<file path="config.mk">
export PLATFORM = sky130hd
export DESIGN_NAME = adcsr_ctrl
export DESIGN_NICKNAME = d
export VERILOG_FILES = /design/src/pkg/adcsr_pkg.sv /design/src/pkg/adcsr_stream_if.sv /design/src/logic/adcsr_buf.sv /design/src/logic/adcsr_osc.sv /design/src/logic/adcsr_ctrl.sv
export SDC_FILE = /design/constraint.sdc
export NUM_CORES = 1
export LEC_CHECK = 0
export ABC_AREA = 1
export CAP_MARGIN = 20
export CELL_PAD_IN_SITES_DETAIL_PLACEMENT = 1
export CELL_PAD_IN_SITES_GLOBAL_PLACEMENT = 2
export CORE_ASPECT_RATIO = 2
export CORE_MARGIN = 4
export CORE_UTILIZATION = 35
export DETAILED_ROUTE_END_ITERATION = 7
export DONT_BUFFER_PORTS = 1
export GPL_TIMING_DRIVEN = 0
export PLACE_DENSITY = 0.82
export SYNTH_ARGS = -nofsm -noshare
export SYNTH_HDL_FRONTEND = slang
export SYNTH_HIERARCHICAL = 1
export SYNTH_SLANG_ARGS = --single-unit
export TNS_END_PERCENT = 10
</file>
<file path="constraint.sdc">
create_clock -name core_clk -period 2.3 [get_ports core_clk]
set_input_delay 0.23 -clock core_clk [delete_from_list [all_inputs] [get_ports core_clk]]
set_output_delay 0.23 -clock core_clk [all_outputs]
set_load 0.1 [all_outputs]
</file>
<file path="src/pkg/adcsr_pkg.sv">
// constants, types and timing for the serial readout controller
// assumes a single 20 MHz core clock; all pins synchronous to it
package adcsr_pkg;

  localparam int unsigned CLK_NS       = 50;
  localparam int unsigned CONV60_NS    = 133_000_000;
  localparam int unsigned CONV50_NS    = 160_000_000;
  localparam int unsigned CONV60_CYC   = CONV60_NS / CLK_NS;
  localparam int unsigned CONV50_CYC   = CONV50_NS / CLK_NS;
  localparam int unsigned DOUT_MAX_NS  = 1_670_000;
  localparam int unsigned OSC_PER_DOUT = 256;
  localparam int unsigned INT_TICK_CYC = DOUT_MAX_NS / (OSC_PER_DOUT * CLK_NS);
  localparam int unsigned EXT_MIN_HZ   = 2560;
  localparam int unsigned DET_CYC      = 1_000_000_000 / (EXT_MIN_HZ * CLK_NS);
  localparam int unsigned EXT_CONV_TCK = 20510;
  localparam int unsigned SCK_DIV      = 8;
  localparam int unsigned SCK_HALF     = SCK_DIV / 2;
  localparam int unsigned FRAME_BITS   = 32;
  localparam int unsigned RESULT_W     = 30;
  localparam int unsigned CNT_W        = 24;
  localparam logic [31:0] FRAME_RST    = 32'h8000_0000;
  localparam logic        FILLER_BIT   = 1'b0;
  localparam logic [4:0]  LAST_BIT     = 5'h1F;

  typedef enum logic [1:0] {
    ST_CONVERT = 2'b00,
    ST_SLEEP   = 2'b01,
    ST_DATA    = 2'b10
  } adcsr_state_e;

endpackage : adcsr_pkg

</file>
<file path="src/pkg/adcsr_stream_if.sv">
// valid/ready word stream between the controller's own modules
// assumes both ends on the core clock
`timescale 1ns/100ps
interface adcsr_stream_if #(parameter int unsigned W = 30);
  logic         valid;
  logic         ready;
  logic [W-1:0] data;
  modport src (output valid, output data, input ready);
  modport snk (input valid, input data, output ready);
endinterface : adcsr_stream_if

</file>
<file path="src/logic/adcsr_buf.sv">
// two-entry buffer for conversion results
// assumes consumer may hold ready low for any length of time
`timescale 1ns/100ps
module adcsr_buf #(
  parameter int unsigned W     = 30,
  parameter int unsigned DEPTH = 2
) (
  // clock and reset
  input  wire logic     core_clk,
  input  wire logic     reset_n,
  // streams
  adcsr_stream_if.snk   in_p,
  adcsr_stream_if.src   out_p
);
  localparam int unsigned AW = $clog2(DEPTH);

  logic [W-1:0]  mem_q [DEPTH];
  logic [AW-1:0] wr_q;
  logic [AW-1:0] rd_q;
  logic [AW:0]   cnt_q;
  logic          push;
  logic          pop;

  assign in_p.ready  = (cnt_q != (AW+1)'(DEPTH));
  assign out_p.valid = (cnt_q != '0);
  assign out_p.data  = mem_q[rd_q];
  assign push        = in_p.valid & in_p.ready;
  assign pop         = out_p.valid & out_p.ready;

  always_ff @(posedge core_clk) begin
    if (push) begin
      mem_q[wr_q] <= in_p.data;
    end
  end

  always_ff @(posedge core_clk or negedge reset_n) begin
    if (!reset_n) begin
      wr_q  <= '0;
      rd_q  <= '0;
      cnt_q <= '0;
    end else begin
      if (push) begin
        wr_q <= (wr_q == AW'(DEPTH - 1)) ? '0 : wr_q + 1'b1;
      end
      if (pop) begin
        rd_q <= (rd_q == AW'(DEPTH - 1)) ? '0 : rd_q + 1'b1;
      end
      cnt_q <= cnt_q + (AW+1)'(push) - (AW+1)'(pop);
    end
  end
endmodule : adcsr_buf

</file>
<file path="src/logic/adcsr_osc.sv">
// conversion clock source: internal tick or detected external oscillator
// assumes the select pin is already synchronous to the core clock
`timescale 1ns/100ps
module adcsr_osc
  import adcsr_pkg::*;
#(
  parameter int unsigned INT_TICK = adcsr_pkg::INT_TICK_CYC,
  parameter int unsigned DET      = adcsr_pkg::DET_CYC
) (
  // clock and reset
  input  wire logic core_clk,
  input  wire logic reset_n,
  // select pin
  input  wire logic rejection_select,
  // conversion clock
  output logic      tick,
  output logic      ext_present
);
  logic        sel_q;
  logic [15:0] gap_q;
  logic [15:0] div_q;
  logic        edge_r;

  assign edge_r = rejection_select & ~sel_q;

  // an edge within the detection window means an oscillator is present
  always_ff @(posedge core_clk or negedge reset_n) begin
    if (!reset_n) begin
      sel_q       <= 1'b0;
      // starts saturated: a lone edge after reset is not an oscillator
      gap_q       <= 16'(DET);
      ext_present <= 1'b0;
    end else begin
      sel_q <= rejection_select;
      if (edge_r) begin
        gap_q       <= '0;
        ext_present <= (gap_q < 16'(DET));
      end else if (gap_q >= 16'(DET)) begin
        ext_present <= 1'b0;
      end else begin
        gap_q <= gap_q + 16'h0001;
      end
    end
  end

  always_ff @(posedge core_clk or negedge reset_n) begin
    if (!reset_n) begin
      div_q <= '0;
      tick  <= 1'b0;
    end else if (ext_present) begin
      div_q <= '0;
      tick  <= edge_r;
    end else begin
      tick  <= (div_q == 16'(INT_TICK - 1));
      div_q <= (div_q == 16'(INT_TICK - 1)) ? '0 : div_q + 16'h0001;
    end
  end
endmodule : adcsr_osc

</file>
<file path="src/logic/adcsr_ctrl.sv">
// conversion state control and three-wire serial readout
// assumes pins are synchronous to core_clk and an undriven clock pin
// reads high through the pad pull-up; results arrive as a stream
`timescale 1ns/100ps
module adcsr_ctrl #(
  parameter int unsigned CONV60 = adcsr_pkg::CONV60_CYC,
  parameter int unsigned CONV50 = adcsr_pkg::CONV50_CYC,
  parameter int unsigned DET    = adcsr_pkg::DET_CYC,
  parameter int unsigned RES_W  = adcsr_pkg::RESULT_W
) (
  // clock and reset
  input  wire logic             core_clk,
  input  wire logic             reset_n,
  // serial pins
  input  wire logic             cs_n,
  input  wire logic             sck_in,
  output logic                  sck_out,
  output logic                  sck_oe_n,
  output logic                  sdo_out,
  output logic                  sdo_oe_n,
  // rejection select or external oscillator
  input  wire logic             rejection_select,
  // modulator side
  output logic                  conv_start,
  input  wire logic             res_valid,
  input  wire logic [RES_W-1:0] res_data,
  output logic                  res_ready,
  // status
  output logic                  conv_busy,
  output logic                  data_out_active,
  output logic                  int_sck_mode,
  output logic                  ext_osc_active
);
  import adcsr_pkg::*;

  adcsr_state_e     state_q;
  logic             por_q;
  logic             int_sck_q;
  logic             sck_drv_q;
  logic             cs_q;
  logic             sck_prev_q;
  logic             sck_gen_q;
  logic [1:0]       half_q;
  logic [4:0]       bit_cnt_q;
  logic [31:0]      shreg_q;
  logic [CNT_W-1:0] conv_cnt_q;
  logic             start_q;
  logic             conv_tick;
  logic             ext_osc;
  logic             cs_fall;
  logic             cs_rise;
  logic             sck_eff;
  logic             sck_rise;
  logic             sck_fall;
  logic             conv_done;
  logic             load;
  logic             last_fall;
  logic             start_conv;
  logic             gen_run;

  adcsr_stream_if #(.W(RES_W)) in_s ();
  adcsr_stream_if #(.W(RES_W)) out_s ();

  assign in_s.valid = res_valid;
  assign in_s.data  = res_data;
  assign res_ready  = in_s.ready;

  adcsr_buf #(
    .W     (RES_W),
    .DEPTH (2)
  ) u_buf (
    .core_clk (core_clk),
    .reset_n  (reset_n),
    .in_p     (in_s.snk),
    .out_p    (out_s.src)
  );

  adcsr_osc #(
    .INT_TICK (INT_TICK_CYC),
    .DET      (DET)
  ) u_osc (
    .core_clk         (core_clk),
    .reset_n          (reset_n),
    .rejection_select (rejection_select),
    .tick             (conv_tick),
    .ext_present      (ext_osc)
  );

  // edge detection on chip select and the effective serial clock
  assign cs_fall   = cs_q & ~cs_n;
  assign cs_rise   = ~cs_q & cs_n;
  assign sck_eff   = int_sck_q ? sck_gen_q : sck_in;
  // edges while deselected are ignored by the shifter
  assign sck_rise  = sck_eff & ~sck_prev_q & ~cs_n & ~cs_fall;
  assign sck_fall  = ~sck_eff & sck_prev_q & ~cs_n & ~cs_fall;
  assign last_fall = (state_q == ST_DATA) & sck_fall & (bit_cnt_q == LAST_BIT);

  always_ff @(posedge core_clk or negedge reset_n) begin
    if (!reset_n) begin
      cs_q       <= 1'b1;
      sck_prev_q <= 1'b0;
    end else begin
      cs_q       <= cs_n;
      sck_prev_q <= sck_eff;
    end
  end

  // serial clock mode: first cycle after reset, then each chip select fall
  always_ff @(posedge core_clk or negedge reset_n) begin
    if (!reset_n) begin
      por_q     <= 1'b0;
      int_sck_q <= 1'b1;
    end else if (!por_q) begin
      por_q     <= 1'b1;
      int_sck_q <= sck_in;
    end else if (cs_fall) begin
      int_sck_q <= sck_in;
    end
  end

  // drive starts a cycle after selection so the sampled pin is the host's
  always_ff @(posedge core_clk or negedge reset_n) begin
    if (!reset_n) begin
      sck_drv_q <= 1'b0;
    end else begin
      sck_drv_q <= int_sck_q & ~cs_n & ~cs_fall;
    end
  end

  assign sck_oe_n = ~sck_drv_q;
  assign sck_out  = sck_gen_q;

  // internal serial clock: conversion clock divided by eight
  assign gen_run = sck_drv_q & ~cs_n & (state_q != ST_CONVERT);

  always_ff @(posedge core_clk or negedge reset_n) begin
    if (!reset_n) begin
      sck_gen_q <= 1'b0;
      half_q    <= '0;
    end else if (!gen_run) begin
      sck_gen_q <= 1'b0;
      half_q    <= '0;
    end else if (conv_tick) begin
      if (half_q == 2'(SCK_HALF - 1)) begin
        half_q    <= '0;
        sck_gen_q <= ~sck_gen_q;
      end else begin
        half_q <= half_q + 2'h1;
      end
    end
  end

  // convert timer; source switch mid-conversion only spoils that result
  always_comb begin
    if (ext_osc) begin
      conv_done = (conv_cnt_q >= CNT_W'(EXT_CONV_TCK));
    end else if (rejection_select) begin
      conv_done = (conv_cnt_q >= CNT_W'(CONV50));
    end else begin
      conv_done = (conv_cnt_q >= CNT_W'(CONV60));
    end
  end

  always_ff @(posedge core_clk or negedge reset_n) begin
    if (!reset_n) begin
      conv_cnt_q <= '0;
    end else if (state_q != ST_CONVERT || start_conv) begin
      conv_cnt_q <= '0;
    end else if (!conv_done && (!ext_osc || conv_tick)) begin
      conv_cnt_q <= conv_cnt_q + 1'b1;
    end
  end

  // completion waits for the modulator result if it is late
  assign out_s.ready = (state_q == ST_CONVERT) & conv_done;
  assign load        = out_s.valid & out_s.ready;
  assign start_conv  = ((state_q == ST_DATA) & cs_rise) | last_fall | ~por_q;

  always_ff @(posedge core_clk or negedge reset_n) begin
    if (!reset_n) begin
      state_q <= ST_CONVERT;
    end else begin
      case (state_q)
        ST_CONVERT: begin
          if (load) begin
            state_q <= ST_SLEEP;
          end
        end
        ST_SLEEP: begin
          if (sck_rise) begin
            state_q <= ST_DATA;
          end
        end
        ST_DATA: begin
          if (cs_rise) begin
            state_q <= ST_CONVERT;
          end else if (last_fall) begin
            state_q <= ST_CONVERT;
          end
        end
        default: begin
          state_q <= ST_CONVERT;
        end
      endcase
    end
  end

  always_ff @(posedge core_clk or negedge reset_n) begin
    if (!reset_n) begin
      bit_cnt_q <= '0;
    end else if (state_q != ST_DATA) begin
      bit_cnt_q <= '0;
    end else if (sck_fall) begin
      bit_cnt_q <= bit_cnt_q + 5'h01;
    end
  end

  // frame register: its top bit is the line level in every state
  always_ff @(posedge core_clk or negedge reset_n) begin
    if (!reset_n) begin
      shreg_q <= FRAME_RST;
    end else if (load) begin
      shreg_q <= {1'b0, FILLER_BIT, out_s.data};
    end else if (start_conv) begin
      shreg_q <= FRAME_RST;
    end else if (state_q == ST_DATA && sck_fall) begin
      shreg_q <= {shreg_q[30:0], 1'b0};
    end
  end

  always_ff @(posedge core_clk or negedge reset_n) begin
    if (!reset_n) begin
      start_q <= 1'b0;
    end else begin
      start_q <= start_conv;
    end
  end

  assign sdo_out         = shreg_q[31];
  assign sdo_oe_n        = cs_n;
  assign conv_start      = start_q;
  assign conv_busy       = (state_q == ST_CONVERT);
  assign data_out_active = (state_q == ST_DATA);
  assign int_sck_mode    = int_sck_q;
  assign ext_osc_active  = ext_osc;

  a_sdo_hiz_cs: assert property (@(posedge core_clk) disable iff (!reset_n)
    cs_n |-> sdo_oe_n) else $error("data line driven while deselected");

  a_eoc_convert: assert property (@(posedge core_clk) disable iff (!reset_n)
    (state_q == ST_CONVERT && por_q && !cs_n) |-> sdo_out)
    else $error("done flag low during conversion");

  a_eoc_sleep_low: assert property (@(posedge core_clk) disable iff (!reset_n)
    (state_q == ST_SLEEP) |-> !sdo_out) else $error("done flag high in sleep");

  a_sleep_hold: assert property (@(posedge core_clk) disable iff (!reset_n)
    (state_q == ST_SLEEP && !sck_rise) |=> (state_q == ST_SLEEP))
    else $error("sleep left without a serial clock rise");

  a_abort_on_cs: assert property (@(posedge core_clk) disable iff (!reset_n)
    (state_q == ST_DATA && cs_rise) |=> (state_q == ST_CONVERT && sdo_out && conv_start))
    else $error("chip select rise did not abort");

  a_last_fall_end: assert property (@(posedge core_clk) disable iff (!reset_n)
    (state_q == ST_DATA && sck_fall && bit_cnt_q == 5'h1F) |=> (state_q == ST_CONVERT && sdo_out))
    else $error("32nd falling edge did not restart");

  a_shift_on_fall: assert property (@(posedge core_clk) disable iff (!reset_n)
    (state_q == ST_DATA && sck_fall && bit_cnt_q != 5'h1F) |=> (sdo_out == $past(shreg_q[30])))
    else $error("data bit not advanced on falling edge");

  a_mode_select: assert property (@(posedge core_clk) disable iff (!reset_n)
    (por_q && $fell(cs_n)) |=> (int_sck_q == $past(sck_in)))
    else $error("clock mode not taken at chip select fall");

  a_ext_sck_input: assert property (@(posedge core_clk) disable iff (!reset_n)
    (!int_sck_q && !$fell(cs_n)) |-> sck_oe_n) else $error("clock pin driven in external mode");

  a_convert_length: assert property (@(posedge core_clk) disable iff (!reset_n)
    (state_q == ST_CONVERT && !conv_done) |=> (state_q == ST_CONVERT))
    else $error("conversion ended early");

  a_conv_ext_ticks: assert property (@(posedge core_clk) disable iff (!reset_n)
    (state_q == ST_CONVERT && ext_osc && !conv_tick && !start_conv) |=> $stable(conv_cnt_q))
    else $error("conversion counted without an oscillator edge");

  a_sck_div_hold: assert property (@(posedge core_clk) disable iff (!reset_n)
    (gen_run && !conv_tick) |=> $stable(sck_gen_q))
    else $error("serial clock moved between conversion ticks");

  a_sck_low_convert: assert property (@(posedge core_clk) disable iff (!reset_n)
    (state_q == ST_CONVERT) |=> !sck_out)
    else $error("serial clock not low while converting");

  a_frame_load: assert property (@(posedge core_clk) disable iff (!reset_n)
    load |=> (shreg_q[31:30] == 2'b00 && shreg_q[29:0] == $past(out_s.data)))
    else $error("loaded frame does not match the result word");

  a_sleep_frame_hold: assert property (@(posedge core_clk) disable iff (!reset_n)
    (state_q == ST_SLEEP) |=> $stable(shreg_q))
    else $error("held result changed during sleep");

  a_data_bit_hold: assert property (@(posedge core_clk) disable iff (!reset_n)
    (state_q == ST_DATA && !sck_fall && !cs_rise) |=> $stable(sdo_out))
    else $error("data bit changed away from a falling edge");

  a_restart_pulse: assert property (@(posedge core_clk) disable iff (!reset_n)
    last_fall |=> conv_start)
    else $error("no conversion start after the last falling edge");
endmodule : adcsr_ctrl

</file>
==> summary.txt, run 1 <==
Status: complete, but fails checks
Failing checks: hold timing, setup timing
Final min period: 2.43 ns
CP endpoint: u_buf/cnt_q[1]
Yosys top cell area share: 0.287
Max FO, Critical Path: 5
Crit path depth: 19
I/O Buffers: 0
RR Startpoint: conv_cnt_q[17]
Max VDD drop: 361 µV
Setup ws final: -0.125 ns
Pre-Repair DR Iteration Count: 4
Finish-stage setup viols: 14
ANT nets after route: 0
IO Count: 46
R2R cell count: 19
Post-Route WL: 27300 µm
Starting Density: 0.355
Final Hold Viols: 111
Die area: 28200 µm²
Worst Max-Slew Pin Slew: 0.861 ns
Fin Hold WS: -0.520 ns
Vias: 7671
Die height: 233 µm
Cell row count: 82
Worst path top cell family by delay: simple AND/OR/NAND/NOR gates
Clock skew: 0.0122 ns
Vias in the first global route: 8269
CTS tree: yes
Most common cell in the synthesized netlist: nand2_1
Bufs on Longest Clock Path: 2
Layout Nets: 1255
Net Count, Synth: 1150
Top_reg_cell synth: dfrtp_1
Synth Register Bits: 171
Worst Path Buf+Inv: 2
Critical Path Source Type: flop
Synth warn: 6
Post-synth EDFFs: 60
Sequential cell area fraction in the yosys report: 0.516
Core footprint: 25000 µm²
Mapped Area: 8890 µm²
Top cells by area, synth: dfrtp_1 29%, edfxtp_1 20%, nand2_1 16%
Fraction of registers with async set/reset: 0.649
Clk_lat worst skew: 0.45 ns
Clock sinks: 171
Synth cell types: 45
Critical path endpoint category: flop
Critical Path Start: conv_cnt_q[17]
HPWL Detailed: 19400 µm
Final slew viol count: 0
Flop2flop setup slack: -0.13 ns
Vias/cell: 4.92
Share of layout cells above drive strength 1: 0.182
Pre-CTS WS: -1.12 ns
Max Fclk: 412 MHz
Rel. slew slack: 0.427
Slowest Stage Delay on Critical Path: 0.47 ns
Data arrival, critical path: 2.77 ns
GRT Overall Usage: 0.202
RSZ-0062 raised after global routing: true
Largest net degree at the start of global routing: 112
Fin crit share: 1.05
CTS H-tree depth: 4
FF-to-FF End: u_buf/cnt_q[1]
Syn Inst Count: 1104
LEAKAGE: 4.91 nW
Cell count after placement: 1444
Leading area contributor after synthesis: dfrtp_1
Top cell by count, worst path: nor2_4
First-pass GRT wire length: 43300 µm
Worst setup path category: reg -> reg
Routed WL per cell: 17.5 µm
CTS root buffer: clkbuf_16
CP Cell Sequence: nor2_4 > nand3_2 > nor2_4 > nand3_2 > nand3_2 > nand2_4 > nand2_4 > nand2_8 > nor2_4 > inv_2 > nor2_4 > nand2_2 > nand2_1 > ha_2 > nand2_2 > nand2_4 > inv_2 > nand2_1 > nand2_1
GRT overflow: 0
Slowest cell on crit path: dfrtp_2
Pwr dens: 598 nW/µm²
Post-CTS Hold Buffers: 34
Finished Core Util: 0.441
Setup_tns: -0.646 ns
DRC Markers: 0
Initial antenna violation count: 1
Clock-pin slew on the worst setup and hold paths: 0.07 ns
Hold WC Path Type: in -> async
GPL Wtd Cong: 0.896
Syn avg cell area: 8.05 µm²
Area Overhead vs Synth: 24.2%
Commonest cells post-synth: 384 x nand2_1, 130 x nor2_1, 106 x inv_1, 102 x dfrtp_1, 68 x nand3_1
Max-cap violations: 0
Die Width: 121 µm
Fin cells: 1559
Iteration-0 DRC Markers: 346
Num CTS Buffers: 17
WP data required: 2.64 ns
repair_timing:
| action | 4_1_cts | 5_1_grt |
|---|---|---|
| pin swaps | 19 | 27 |
| endpoints found under the hold margin | 178 | 111 |
| setup endpoints to repair | 62 | 76 |
| gates cloned | 0 | 1 |
| buffers inserted | 33 | 15 |
| resized for setup | 72 | 46 |
logic make-up (layout without fill, tap and decap cells):
group,count (synthesis),count (layout),share of synthesized area
AOI/OAI and AO/OA,55,55,0.0366
xor gates and xnor gates,28,28,0.0276
adders and majority gates,10,10,0.0141
buffers and inverters,161,279,0.0790
DFF,171,171,0.516
other,1,2,0.000422
and+or+nand+nor,678,678,0.326
metal layers:
metal / vias up / track usage / wire, µm
met4: 0 / 0.105 / 1180
met2: 108 / 0.409 / 16200
li1: 3738 / - / -
met3: 57 / 0.0378 / 591
met5: - / 0 / 0
met1: 3768 / 0.183 / 9390
cell type report:
type                    instances  area [µm²]
diodes                          1        2.50
plain buffers                  39         304
clock buffers                  25         485
clock inverters                 7         115
fillers                      3058       14000
inverters                     122         465
multi-input cells             772        3840
flip-flops and latches        171        4610
well taps                     336         420
repair buffers                 86         795
worst register-to-register path: cells and delay by family, from the launching register on:
| family | cells | cell delay (ns) |
|---|---|---|
| AND/OR/NAND/NOR | 16 | 1.55 |
| flip-flops | 1 | 0.47 |
| adder cells (fa/ha/maj) | 1 | 0.19 |
| buffers and inverters | 2 | 0.11 |
sequential cells by signal (all words and copies together), names as in the netlist, 2 cells and up:
register and count:
state_q 2, u_buf/cnt_q 2, conv_cnt_q 24, half_q 2
bit_cnt_q 5, u_buf/mem_q 60, shreg_q 32, u_osc/gap_q 16
u_osc/div_q 16
stage by stage:
step | instance area [µm²] | power (mW)
2_1_floorplan | 8890 | 3.49
3_3_place_gp | 9310 | 3.55
3_5_place_dp | 9400 | 3.56
4_1_cts | 10800 | 6.68
5_1_grt | 11000 | 6.85
6_report | 11000 | 6.61
layout by cell type (no fill, tap or decap), types with 24 or more instances in the layout:
master	n
edfxtp_1	60
nand2_1	369
buf_4	51
nor2_1	115
inv_2	24
nand4_1	53
inv_1	94
xor2_1	24
dfrtp_1	91
dlygate4sd3_1	34
nand3_1	64
power breakdown:
group	leakage, nW	internal [mW]	switching [mW]
Clock	0.296	1.79	1.21
Combinational	2.61	0.139	0.178
Sequential	2.01	3.21	0.0759
how the worst min path moves through the flow:
stage	startpoint	to	depth (start not counted)
2_1_floorplan	reset_n	bit_cnt_q[0]	0
3_3_place_gp	reset_n	shreg_q[15]	0
5_1_grt	reset_n	u_buf/cnt_q[1]	0
3_5_place_dp	reset_n	shreg_q[14]	0
4_1_cts	reset_n	u_osc/gap_q[4]	0
6_report	reset_n	u_buf/cnt_q[1]	0
Power figures use the tool's default switching activity.
==> run 2, diff against run 1 <==
==> constraint.sdc (replaced) <==
create_clock -name core_clk -period 2.3 [get_ports core_clk]
set_input_delay 0 -clock core_clk [delete_from_list [all_inputs] [get_ports core_clk]]
set_output_delay 0 -clock core_clk [all_outputs]
set_load 0.1 [all_outputs]
==> run 2 against run 1 <==
Against the previous run:
- the flow still finishes with violations (hold timing, setup timing)
- sequential cell count stayed put
- non-clock buffer count unchanged
- first-iteration DRC count down 3.8%
- combinational power is essentially flat
- routed wire length is 0.12% lower
==> summary.txt, run 2 (same netlist as run 1, synthesis figures left out) <==
Clock-pin slew on the worst setup and hold paths: 0.07 ns
Largest register FFs: 60
Die Width: 121 µm
Biggest register: u_buf/mem_q
Post-CTS Hold Buffers: 34
Pre-CTS WS: -1.12 ns
Clk_lat worst skew: 0.45 ns
Fin crit share: 1.05
Critical path endpoint category: flop
CTS tree: yes
Most frequent cells in the layout: 369 x nand2_1, 115 x nor2_1, 93 x inv_1
Iteration-0 DRC Markers: 333
Largest net degree at the start of global routing: 112
LEAKAGE: 4.91 nW
Cell row count: 82
Finish-stage setup viols: 14
R2R cell count: 19
Vias: 7658
Max FO, Critical Path: 5
GRT Overall Usage: 0.202
Worst Max-Slew Pin Slew: 0.861 ns
Met3 Wirelength: 627 µm
Slowest cell on crit path: dfrtp_2
Core footprint: 25000 µm²
Area Overhead vs Synth: 24.2%
Flop2flop setup slack: -0.12 ns
Status: complete, but fails checks
Pre-Repair DR Iteration Count: 5
Routed met2 length: 16100 µm
CP endpoint: u_buf/cnt_q[1]
Die height: 233 µm
Share of layout cells above drive strength 1: 0.183
HPWL Detailed: 19400 µm
Critical Path Start: conv_cnt_q[17]
Vias in the first global route: 8261
Highest metal used: met4
IO Count: 46
Routed WL per cell: 17.5 µm
Final min period: 2.42 ns
Setup ws final: -0.122 ns
Hold WC Path Type: in -> async
CTS root buffer: clkbuf_16
Vias/cell: 4.91
Pwr dens: 598 nW/µm²
GPL Wtd Cong: 0.896
Layout Nets: 1255
RSZ-0062 raised after global routing: true
Bufs on Longest Clock Path: 2
Final Hold Viols: 111
I/O Buffers: 0
Failing checks: hold timing, setup timing
Worst setup path category: reg -> reg
Max VDD drop: 361 µV
Num CTS Buffers: 17
ANT nets after route: 0
Rel. slew slack: 0.427
Critical Path Source Type: flop
GRT overflow: 0
Clock sinks: 171
Clock skew: 0.0108 ns
Commonest non-fill, non-tap cell in the layout: nand2_1
WP data required: 2.64 ns
Initial antenna violation count: 1
Final slew viol count: 0
DRC Markers: 0
CP Cell Sequence: nor2_4 > nand3_2 > nor2_4 > nand3_2 > nand3_2 > nand2_4 > nand2_4 > nand2_8 > nor2_4 > inv_2 > nor2_4 > nand2_2 > nand2_1 > ha_2 > nand2_2 > nand2_4 > inv_2 > nand2_1 > nand2_1
FF-to-FF End: u_buf/cnt_q[1]
Max Fclk: 413 MHz
RR Startpoint: conv_cnt_q[17]
Starting Density: 0.355
Fin Hold WS: -0.750 ns
CTS H-tree depth: 4
Wl on met1: 9360 µm
Data arrival, critical path: 2.76 ns
Top cell by count, worst path: nor2_4
Post-Route WL: 27300 µm
Biggest regs: u_buf/mem_q (60), shreg_q (32), conv_cnt_q (24)
Max-cap violations: 0
Slowest Stage Delay on Critical Path: 0.47 ns
Die area: 28200 µm²
First-pass GRT wire length: 43300 µm
## run 2: through the flow
stage	TNS [ns]	std cells	instance area [µm²]	utilization	power [mW]
6_report	-0.531	1559	11000	0.441	6.60
4_1_cts	-0.275	1542	10800	0.432	6.68
2_1_floorplan	-13.34	1104	8890	-	3.49
3_5_place_dp	-34.81	1444	9400	0.376	3.56
5_1_grt	-5.01	1559	11000	0.441	6.85
3_3_place_gp	-79.19	1440	9310	0.372	3.55
## run 2: report_power, final
part | switching, mW | leakage (nW) | internal (mW)
logic | 0.181 | 2.60 | 0.139
clock network | 1.21 | 0.296 | 1.79
registers | 0.0759 | 2.01 | 3.21
## run 2: cell type report
class                   count  area [µm²]
diodes                      1        2.50
clock inverters             7         115
inverters                 122         469
flip-flops and latches    171        4610
well taps                 336         420
multi-input cells         772        3840
clock buffers              25         485
repair buffers             86         795
fillers                  3060       14000
plain buffers              39         302
## run 2: worst min path at each step
stage,from,endpoint,depth (start not counted)
after detailed placement,reset_n,shreg_q[14],0
after global routing,reset_n,u_buf/cnt_q[1],0
after global placement,reset_n,shreg_q[15],0
final,reset_n,u_buf/cnt_q[1],0
after floorplan,reset_n,bit_cnt_q[0],0
after CTS,reset_n,u_osc/gap_q[4],0
## run 2: metal layers
| layer | vias to the layer above | global-route usage |
|---|---|---|
| met1 | 3748 | 0.183 |
| met5 | - | 0 |
| met2 | 111 | 0.408 |
| met4 | 0 | 0.105 |
| met3 | 59 | 0.0383 |
| li1 | 3740 | - |
## run 2: critical path: cells and delay by family, from the launching register on
family | cells | cell delay [ns]
simple gates | 16 | 1.53
flops | 1 | 0.47
fa+ha+maj | 1 | 0.19
buf+inv | 2 | 0.10
## run 2: timing repair
item,in CTS,in global routing
cloned,0,1
buffers inserted,33,15
hold endpoints to repair,191,111
setup endpoints to repair,61,76
resized for setup,71,47
pin swaps,19,27
